`src/design/sclk_pkg.sv`:
```
// How it works
// - Fast select low: divider codes 000/001 pick sub clock, 010..111 fast/64../2
// - Fast select high: undivided fast clock drives system, divider code ignored
// - Running from sub clock stops fast oscillator and its divide taps
// - Slow ready flag in bit 3, read only, set once slow oscillator stable
// - Fast ready flag in bit 2, read only, zero at power-on until stable
// - Halt enters idle when idle-on-halt bit 1 is one, else sleep
// - In idle, keep-clock bit 7 picks clock-on or clock-off idle
// - Halt to sleep with watchdog off: all clocks stop, watchdog cleared, stopped
// - Halt to sleep with watchdog on: system clock stops, watchdog cleared, runs
// - Clock-off idle: system clock stops, sub clock runs, watchdog cleared
// - Clock-on idle: system and sub clock run, CPU halted, watchdog cleared
// - Every halt sets power-down flag and clears watchdog time-out flag, unless a time-out arrives in the same cycle
// - Unimplemented mode bit 4 and control bits 6..3 read as zero
// - Switch to slow mode completes only after slow ready flag shows stable
// - Watchdog key 01010 means on, 10101 means off; picks sleep mode
// - Fast source is 8 MHz internal RC, sub clock 32 kHz internal RC
package sclk_pkg;

	localparam logic [2:0] SCLK_OFF_MODE    = 3'h0;
	localparam logic [2:0] SCLK_OFF_CTRL    = 3'h1;
	localparam logic [2:0] SCLK_OFF_WDTKEY  = 3'h2;
	localparam logic [2:0] SCLK_OFF_PWRSTAT = 3'h3;
	localparam logic [2:0] SCLK_OFF_IRQSTAT = 3'h4;
	localparam logic [2:0] SCLK_OFF_IRQMASK = 3'h5;

	localparam logic [2:0] SCLK_RST_DIV_SEL = 3'h7;
	localparam logic       SCLK_RST_IDLE    = 1'b1;
	localparam logic       SCLK_RST_FASTSEL = 1'b0;
	localparam logic       SCLK_RST_KEEPCLK = 1'b0;
	localparam logic [4:0] SCLK_WDT_KEY_ON  = 5'h0a;
	localparam logic [4:0] SCLK_WDT_KEY_OFF = 5'h15;
	localparam logic [4:0] SCLK_RST_WDT_KEY = 5'h0a;

	localparam int SCLK_FAST_OSC_HZ = 8000000;
	localparam int SCLK_SLOW_OSC_HZ = 32000;

	localparam int SCLK_IRQ_HALT     = 0;
	localparam int SCLK_IRQ_FASTRDY  = 1;
	localparam int SCLK_IRQ_SLOWRDY  = 2;
	localparam int SCLK_IRQ_SWITCHED = 3;
	localparam int SCLK_IRQ_W        = 4;

	typedef enum logic [4:0] {
		SCLK_RUN    = 5'h01,
		SCLK_IDLE_CLOCK_OFF_MODE  = 5'h02,
		SCLK_IDLE_CLOCK_ON_MODE  = 5'h04,
		SCLK_SLEEP_ALL_OFF_MODE = 5'h08,
		SCLK_SLEEP_WDT_ON_MODE = 5'h10
	} sclk_mode_e;

	typedef struct packed {
		logic sys_clk_en;
		logic fast_div16;
		logic fast_div64;
		logic sub_clk_en;
	} sclk_clk_s;

	typedef struct packed {
		logic cpu_run;
		logic fast_osc_en;
		logic slow_osc_en;
		logic wdt_clear;
		logic wdt_run;
		logic wdt_key_bad;
	} sclk_ctl_s;

	typedef struct packed {
		sclk_mode_e              mode;
		logic [2:0]              div_sel;
		logic                    idle_on_halt;
		logic                    fast_sel;
		logic                    keep_clk;
		logic [2:0]              rst_flags;
		logic [4:0]              wdt_key;
		logic                    power_down_flag;
		logic                    tof;
		logic [SCLK_IRQ_W-1:0]   irq_stat;
		logic [SCLK_IRQ_W-1:0]   irq_mask;
		logic [5:0]              div_cnt;
		logic                    src_fast;
		logic                    fast_rdy_prev;
		logic                    slow_rdy_prev;
		logic                    wdt_clear;
		logic [7:0]              rdata;
	} sclk_state_s;

endpackage

```
`src/design/sclk_ctrl.sv`:
```
// Chosen here: the address-and-strobe port and the register offsets.
`timescale 1ns/1ps
`default_nettype none
module sclk_ctrl
	import sclk_pkg::*;
(
	// Clock, reset, enable
	input  wire logic        clk_sys_i,
	input  wire logic        rst_b_i,
	input  wire logic        ce_i,
	// Register port
	input  wire logic [2:0]  addr_i,
	input  wire logic [7:0]  wdata_i,
	input  wire logic        wr_i,
	input  wire logic        rd_i,
	output logic      [7:0]  rdata_o,
	// CPU events
	input  wire logic        halt_i,
	input  wire logic        wake_i,
	input  wire logic        clr_wdt_i,
	input  wire logic        wdt_timeout_i,
	// Oscillator ticks and stability
	input  wire logic        fast_tick_i,
	input  wire logic        slow_tick_i,
	input  wire logic        fast_osc_stable_i,
	input  wire logic        slow_osc_stable_i,
	// Outputs
	output sclk_clk_s        clk_o,
	output sclk_ctl_s        ctl_o,
	output sclk_mode_e       mode_o,
	output logic             irq_o
);

	sclk_state_s q;
	sclk_state_s d;

	// Mask of divider counter bits that must all be one for a fast-side tick
	function automatic logic [5:0] div_mask(input logic fsel, input logic [2:0] sel);
		logic [5:0] m;
		m = 6'h00;
		if (fsel)
			m = 6'h00;
		else
		begin
			case (sel)
				3'h2:    m = 6'h3f;
				3'h3:    m = 6'h1f;
				3'h4:    m = 6'h0f;
				3'h5:    m = 6'h07;
				3'h6:    m = 6'h03;
				3'h7:    m = 6'h01;
				default: m = 6'h00;
			endcase
		end
		return m;
	endfunction

	logic       want_fast;
	logic       fast_ready;
	logic       slow_ready;
	logic       run_sys;
	logic       fast_en;
	logic       slow_en;
	logic       wdt_on;
	logic [5:0] mask;
	logic       div_hit;
	logic [SCLK_IRQ_W-1:0] ev;

	// Fast oscillator only stays on while it feeds, or is about to feed, the system
	assign want_fast = q.fast_sel | (q.div_sel > 3'h1);
	assign wdt_on    = (q.wdt_key == SCLK_WDT_KEY_ON);
	assign run_sys   = (q.mode == SCLK_RUN) || (q.mode == SCLK_IDLE_CLOCK_ON_MODE);
	// sub clock as source and no fast request turns the fast oscillator off
	assign fast_en   = run_sys && (q.src_fast || want_fast);
	assign slow_en   = (q.mode != SCLK_SLEEP_ALL_OFF_MODE) &&
			!((q.mode == SCLK_SLEEP_WDT_ON_MODE) && !wdt_on);
	assign fast_ready = fast_en & fast_osc_stable_i;
	assign slow_ready = slow_en & slow_osc_stable_i;
	assign mask      = div_mask(q.fast_sel, q.div_sel);
	assign div_hit   = ((q.div_cnt & mask) == mask);

	always_comb
	begin
		d = q;
		ev = '0;
		d.wdt_clear = 1'b0;
		d.rdata = 8'h00;
		d.fast_rdy_prev = fast_ready;
		d.slow_rdy_prev = slow_ready;

		if (fast_tick_i && fast_en)
			d.div_cnt = 6'(q.div_cnt + 6'h01);

		// Swap source only once the target runs; the old one keeps clocking meanwhile
		if (run_sys && want_fast && !q.src_fast && fast_ready)
		begin
			d.src_fast = 1'b1;
			ev[SCLK_IRQ_SWITCHED] = 1'b1;
		end
		else if (run_sys && !want_fast && q.src_fast && slow_ready)
		begin
			d.src_fast = 1'b0;
			ev[SCLK_IRQ_SWITCHED] = 1'b1;
		end

		if (fast_ready && !q.fast_rdy_prev)
			ev[SCLK_IRQ_FASTRDY] = 1'b1;
		if (slow_ready && !q.slow_rdy_prev)
			ev[SCLK_IRQ_SLOWRDY] = 1'b1;

		if (clr_wdt_i)
			d.power_down_flag = 1'b0;

		case (q.mode)
			SCLK_RUN:
			begin
				if (halt_i)
				begin
					ev[SCLK_IRQ_HALT] = 1'b1;
					d.wdt_clear = 1'b1;
					d.power_down_flag = 1'b1;
					d.tof = 1'b0;
					if (q.idle_on_halt)
						d.mode = q.keep_clk ? SCLK_IDLE_CLOCK_ON_MODE : SCLK_IDLE_CLOCK_OFF_MODE;
					else
						d.mode = wdt_on ? SCLK_SLEEP_WDT_ON_MODE : SCLK_SLEEP_ALL_OFF_MODE;
				end
			end
			SCLK_IDLE_CLOCK_OFF_MODE, SCLK_IDLE_CLOCK_ON_MODE, SCLK_SLEEP_ALL_OFF_MODE, SCLK_SLEEP_WDT_ON_MODE:
			begin
				if (wake_i || wdt_timeout_i)
					d.mode = SCLK_RUN;
			end
			default:
				d.mode = SCLK_RUN;
		endcase
		// A time-out in the same cycle as a halt still leaves its flag set
		if (wdt_timeout_i)
			d.tof = 1'b1;

		if (wr_i)
		begin
			if (addr_i == SCLK_OFF_MODE)
			begin
				d.div_sel = wdata_i[7:5];
				d.idle_on_halt = wdata_i[1];
				d.fast_sel = wdata_i[0];
			end
			else if (addr_i == SCLK_OFF_CTRL)
			begin
				d.keep_clk = wdata_i[7];
				d.rst_flags = wdata_i[2:0];
			end
			else if (addr_i == SCLK_OFF_WDTKEY)
				d.wdt_key = wdata_i[7:3];
			else if (addr_i == SCLK_OFF_IRQSTAT)
				d.irq_stat = q.irq_stat & ~wdata_i[SCLK_IRQ_W-1:0];
			else if (addr_i == SCLK_OFF_IRQMASK)
				d.irq_mask = wdata_i[SCLK_IRQ_W-1:0];
		end
		// A new event wins over a clear written in the same cycle
		d.irq_stat = d.irq_stat | ev;

		if (rd_i)
		begin
			if (addr_i == SCLK_OFF_MODE)
				d.rdata = {q.div_sel, 1'b0, slow_ready, fast_ready,
					q.idle_on_halt, q.fast_sel};
			else if (addr_i == SCLK_OFF_CTRL)
				d.rdata = {q.keep_clk, 4'h0, q.rst_flags};
			else if (addr_i == SCLK_OFF_WDTKEY)
				d.rdata = {q.wdt_key, 3'h0};
			else if (addr_i == SCLK_OFF_PWRSTAT)
				d.rdata = {6'h00, q.power_down_flag, q.tof};
			else if (addr_i == SCLK_OFF_IRQSTAT)
				d.rdata = {4'h0, q.irq_stat};
			else if (addr_i == SCLK_OFF_IRQMASK)
				d.rdata = {4'h0, q.irq_mask};
			else
				d.rdata = 8'h00;
		end
	end

	always_ff @(posedge clk_sys_i or negedge rst_b_i)
	begin
		if (!rst_b_i)
		begin
			q.mode          <= SCLK_RUN;
			q.div_sel       <= SCLK_RST_DIV_SEL;
			q.idle_on_halt  <= SCLK_RST_IDLE;
			q.fast_sel      <= SCLK_RST_FASTSEL;
			q.keep_clk      <= SCLK_RST_KEEPCLK;
			q.rst_flags     <= 3'h0;
			q.wdt_key       <= SCLK_RST_WDT_KEY;
			q.power_down_flag           <= 1'b0;
			q.tof           <= 1'b0;
			q.irq_stat      <= '0;
			q.irq_mask      <= '0;
			q.div_cnt       <= 6'h00;
			q.src_fast      <= 1'b1;
			q.fast_rdy_prev <= 1'b0;
			q.slow_rdy_prev <= 1'b0;
			q.wdt_clear     <= 1'b0;
			q.rdata         <= 8'h00;
		end
		else if (ce_i)
			q <= d;
	end

	// System clock leaves as an enable pulse so the switch never makes a runt edge
	always_comb
	begin
		clk_o.sys_clk_en = run_sys &&
			(q.src_fast ? (fast_tick_i && fast_en && div_hit) : slow_tick_i);
		clk_o.fast_div16 = fast_en && fast_tick_i && (q.div_cnt[3:0] == 4'hf);
		clk_o.fast_div64 = fast_en && fast_tick_i && (q.div_cnt == 6'h3f);
		clk_o.sub_clk_en = slow_en && slow_tick_i;
		ctl_o.cpu_run     = (q.mode == SCLK_RUN);
		ctl_o.fast_osc_en = fast_en;
		ctl_o.slow_osc_en = slow_en;
		ctl_o.wdt_clear   = q.wdt_clear;
		ctl_o.wdt_run     = wdt_on && slow_en;
		ctl_o.wdt_key_bad = !wdt_on && (q.wdt_key != SCLK_WDT_KEY_OFF);
	end

	assign rdata_o = q.rdata;
	assign mode_o  = q.mode;
	assign irq_o   = |(q.irq_stat & q.irq_mask);

endmodule
`default_nettype wire

```
`config.mk`:
```
export PLATFORM = sky130hd
export DESIGN_NAME = sclk_ctrl
export DESIGN_NICKNAME = d
export VERILOG_FILES = /design/src/design/sclk_pkg.sv /design/src/design/sclk_ctrl.sv
export SDC_FILE = /design/constraint.sdc
export NUM_CORES = 1
export LEC_CHECK = 0
export BUFFER_PORTS_ARGS = -buffer_cell sky130_fd_sc_hd__buf_2
export CAP_MARGIN = 20
export CELL_PAD_IN_SITES_DETAIL_PLACEMENT = 2
export CELL_PAD_IN_SITES_GLOBAL_PLACEMENT = 2
export CORE_MARGIN = 3
export CORE_UTILIZATION = 33
export CTS_BUF_LIST = sky130_fd_sc_hd__clkbuf_4 sky130_fd_sc_hd__clkbuf_8
export CTS_CLUSTER_SIZE = 24
export DETAILED_ROUTE_END_ITERATION = 10
export GPL_ROUTABILITY_DRIVEN = 0
export HOLD_SLACK_MARGIN = 0.03
export PLACE_DENSITY_LB_ADDON = 0.1
export REMOVE_ABC_BUFFERS = 1
export SLEW_MARGIN = 10
export SYNTH_ARGS = -nofsm -noshare
export SYNTH_HDL_FRONTEND = slang
export SYNTH_SLANG_ARGS = --single-unit
```
`constraint.sdc`:
```
create_clock -name clk_sys_i -period 1.7 [get_ports clk_sys_i]
set_input_delay 0.085 -clock clk_sys_i [delete_from_list [all_inputs] [get_ports clk_sys_i]]
set_output_delay 0.085 -clock clk_sys_i [all_outputs]
set_load 0.02 [all_outputs]
```
==> summary by stage <==
Drt
The routed length on met3 is 260 um. The met2 routed wirelength is 4697 um. The final route contains about 2300 vias.

The via density per instance is around 5.3. The wire length on met1 is roughly 4200 um. The detailed router used layers up to and including met4. The DRC violation count after routing is 0. The residual antenna-violating net count after detailed routing is 0. After the first detailed-routing iteration, the DRC count stood at 51. The pre-antenna-repair detailed-routing pass consisted of 4 iterations. Dividing the detail-routed wire length by the instance count gives roughly 22 um.

The wire length after detailed routing is 9283 um.

Logic synthesis
By area the synthesized netlist is led by sky130_fd_sc_hd__dfrtp_1 (37%), sky130_fd_sc_hd__dfstp_2 (8.1%), sky130_fd_sc_hd__mux2_2 (7.3%). The sequential fraction of the synthesis area is approximately 45%. The commonest cells after synthesis are sky130_fd_sc_hd__dfrtp_1 (39), sky130_fd_sc_hd__nand2_1 (24), sky130_fd_sc_hd__mux2_2 (17). The top cell type by area accounts for 37.41% of the synthesized area. For this run, the leading register cell type out of synthesis is sky130_fd_sc_hd__dfrtp_1. The number of enable-type register cells in the synthesized netlist is 0. Synthesis instantiated 52 different standard cells from the library. The flip-flop and latch count after synthesis is between 40 and 50. For this run, asynchronously set or reset flops after synthesis account for 100.0%. The number of synthesis warnings is 0. The area of the mapped netlist is about 2600 um^2. Counting every instance in the synthesized netlist gives 259. The largest total area in the synthesized netlist belongs to sky130_fd_sc_hd__dfrtp_1.

The most frequently used cell type in the post-synthesis netlist is sky130_fd_sc_hd__dfrtp_1. The mean instance size in the synthesized netlist is 10.07 um^2.

Status
The run finished, with violations left. The checks that failed: negative setup slack.

Place
After legalization and detailed placement, the total HPWL measured 6073 um. The total of buffers placed on input and output ports is 47. The pre-CTS setup slack is 17.75 ps. After detailed placement, the total cell area comes to 2972 um^2.

Power and ir drop
The analysis attributes to cell leakage a power of 0.001590 uW. In this run the power density over the cells is between 1000 and 1500 nW/um^2. The total chip power is approximately 4500 uW. VDD sags by at most roughly 0.80 mV.

Finish
The post-route netlist has a little under 50% of its cells at a drive strength greater than 1. The number of antenna diodes in the final layout is 0. The filler cells instantiated in the layout total roughly 790. At the end of the flow, the number of nets in the layout was 354. The summed area of non-filler cells in the final layout is around 3500 um^2. The final core utilization is 47.40%.

The area added between synthesis and finish is 35.30%.

Worst hold path
The worst hold path belongs to the class in -> reg.

Worst setup path
The data required time at the worst endpoint is 1620 ps. The slowest stage cell on the critical path is sky130_fd_sc_hd__or3_4. The dominant cell type by count on the critical path is sky130_fd_sc_hd__and3_4.

The worst setup path is captured at an output pin. The maximum fanout encountered on the critical timing path is 3. The delay contributed by the slowest stage of the critical path is 430 ps. The setup path with the least slack is of type reg -> out. Walking the worst path, the cells encountered are or3_4 -> nor3_4 -> and3_4 -> and3_4 -> buf_6. The startpoint type of the worst setup path is a flop. At the worst endpoint, the arrival time is 1790 ps.

Timing
In the post-route analysis, the smallest setup slack over all paths is -171.7 ps. Setup violations remaining at the end of the flow were counted as 12. The final hold violation count came to 0. The slew at the pin with the worst max-slew slack is 629.8 ps. The final worst clock skew is between 4 and 5 ps. Of the available clock period, the critical path in the final layout requires 110.1%.

Setup repair after global routing could not meet its margin everywhere. The maximum frequency from static timing analysis is 534.3 MHz. The final hold slack is between 30 and 40 ps. The worst path in the final design needs a cycle of roughly 1900 ps, including I/O delays and setup. The total count of max-transition violations in the final report was 0. In this run the tightest slew margin relative to its limit is between 50% and 60%.

Clocking
TritonCTS built the clock tree. The count of H-tree levels built during CTS is 2. The tree is rooted in a sky130_fd_sc_hd__clkbuf_8. Counting along the longest clock path gives a buffer depth of 2. The TritonCTS sink count is 47. After clock tree synthesis, the clock-pin slew on the worst setup and hold paths is 90 ps. For the worst-skew pair, the clock arrives at the later sink with an insertion delay of 310 ps.

The number of clock buffers added by TritonCTS is 5.

GRT
For this run the aggregate overflow at the end of global routing stands at 0. The largest net degree at the start of global routing is 48. The initial antenna violation count is 0. The wire length of the first global-routing pass is around 14000 um. Global routing used 21.21% of the available tracks. The number of global-route vias before repair is 2526.

Die
The area of the die is about 9000 um^2. Once the floorplan was initialized, standard cells occupied 35.03% of the core. In this run the core area contains 31 standard-cell rows.

The I/O pin count is 48. In this run the horizontal extent of the chip is 94.91 um. The core footprint is 7447 um^2. The die is ~95 um tall.

Flow run
Across the run, the number of max-cap violations was 0.
through the flow:
step,std cells,TNS [ps]
2_1_floorplan,229,-1312
3_3_place_gp,400,0
3_5_place_dp,400,0
4_1_cts,423,-422.8
5_1_grt,429,-2477
6_report,429,-1014
what timing repair did:
action | CTS | global route
buffers inserted | 12 | 7
hold buffers | 5 | 0
resized for setup | 36 | 28
endpoints found under the hold margin | 44 | 0
endpoints found under the setup margin | 8 | 21
pin swaps | 13 | 6
worst max-delay path, delay by kind of cell (launching register included):
family	cells	cell delay (ps)
and+or+nand+nor	4	960
DFF	1	410
buffers and inverters	1	110
registers in the layout, summed over array words and instances, names as in the netlist:
register and count:
q 33, mode_o 5, rdata_o 8, ctl_o 1
area by class of cell:
| cell class | count | area (um^2) | area share, % |
|---|---|---|---|
| inverter | 14 | 52.55 | 1.489 |
| clock inverter | 1 | 30.03 | 0.8508 |
| clock buffer | 7 | 83.83 | 2.375 |
| timing repair buffer | 93 | 658.1 | 18.65 |
| sequential | 47 | 1187 | 33.64 |
| multi-input combinational | 168 | 1394 | 39.49 |
| tap | 99 | 123.9 | 3.509 |
power breakdown:
group	total (uW)	internal, uW	switching (uW)
sequential	1750	1420	329
combinational	1860	901	958
clock	880	473	407
total	4490	2790	1690
cells by family (layout without fill, tap and decap cells):
group	count (synthesis)	after routing	synth area share, %
buffers and inverters	44	115	9.064
muxes	23	23	9.688
AOI/OAI and AO/OA	50	50	13.86
adders and majority gates	1	1	0.4795
DFF	47	47	45.47
and+or+nand+nor	86	86	18.75
xor gates and xnor gates	8	8	2.686
layout by cell type, fill, tap and decap left out, types with 6 or more instances in the layout:
cell type,n
sky130_fd_sc_hd__buf_2,39
sky130_fd_sc_hd__dfrtp_1,38
sky130_fd_sc_hd__buf_4,37
sky130_fd_sc_hd__nand2_1,20
sky130_fd_sc_hd__mux2_2,17
sky130_fd_sc_hd__inv_1,14
sky130_fd_sc_hd__buf_6,12
sky130_fd_sc_hd__nand3_1,9
sky130_fd_sc_hd__o21ai_0,8
sky130_fd_sc_hd__dfstp_2,8
sky130_fd_sc_hd__nor2_1,6
metal layers:
layer  vias up  global-route usage, %
met4         0                  4.928
met5         -                      0
met2        42                  36.05
li1       1058                      -
met3         9                  3.506
met1      1185                  28.17
path summary, 6_finish.rpt:
check	to	depth (start not counted)	start	slack, ps
setup / recovery	clk_o[1]	5	mode_o[3]	-170
hold / removal	q[26]	2	wdt_timeout_i	40
setup reg to reg	q[13]	5	mode_o[3]	-170
hold reg to reg	q[23]	1	q[10]	470
max in group asynchronous	mode_o[2]	3	rst_b_i	840
min in group asynchronous	q[21]	3	rst_b_i	410
Power figures use the tool's default switching activity.
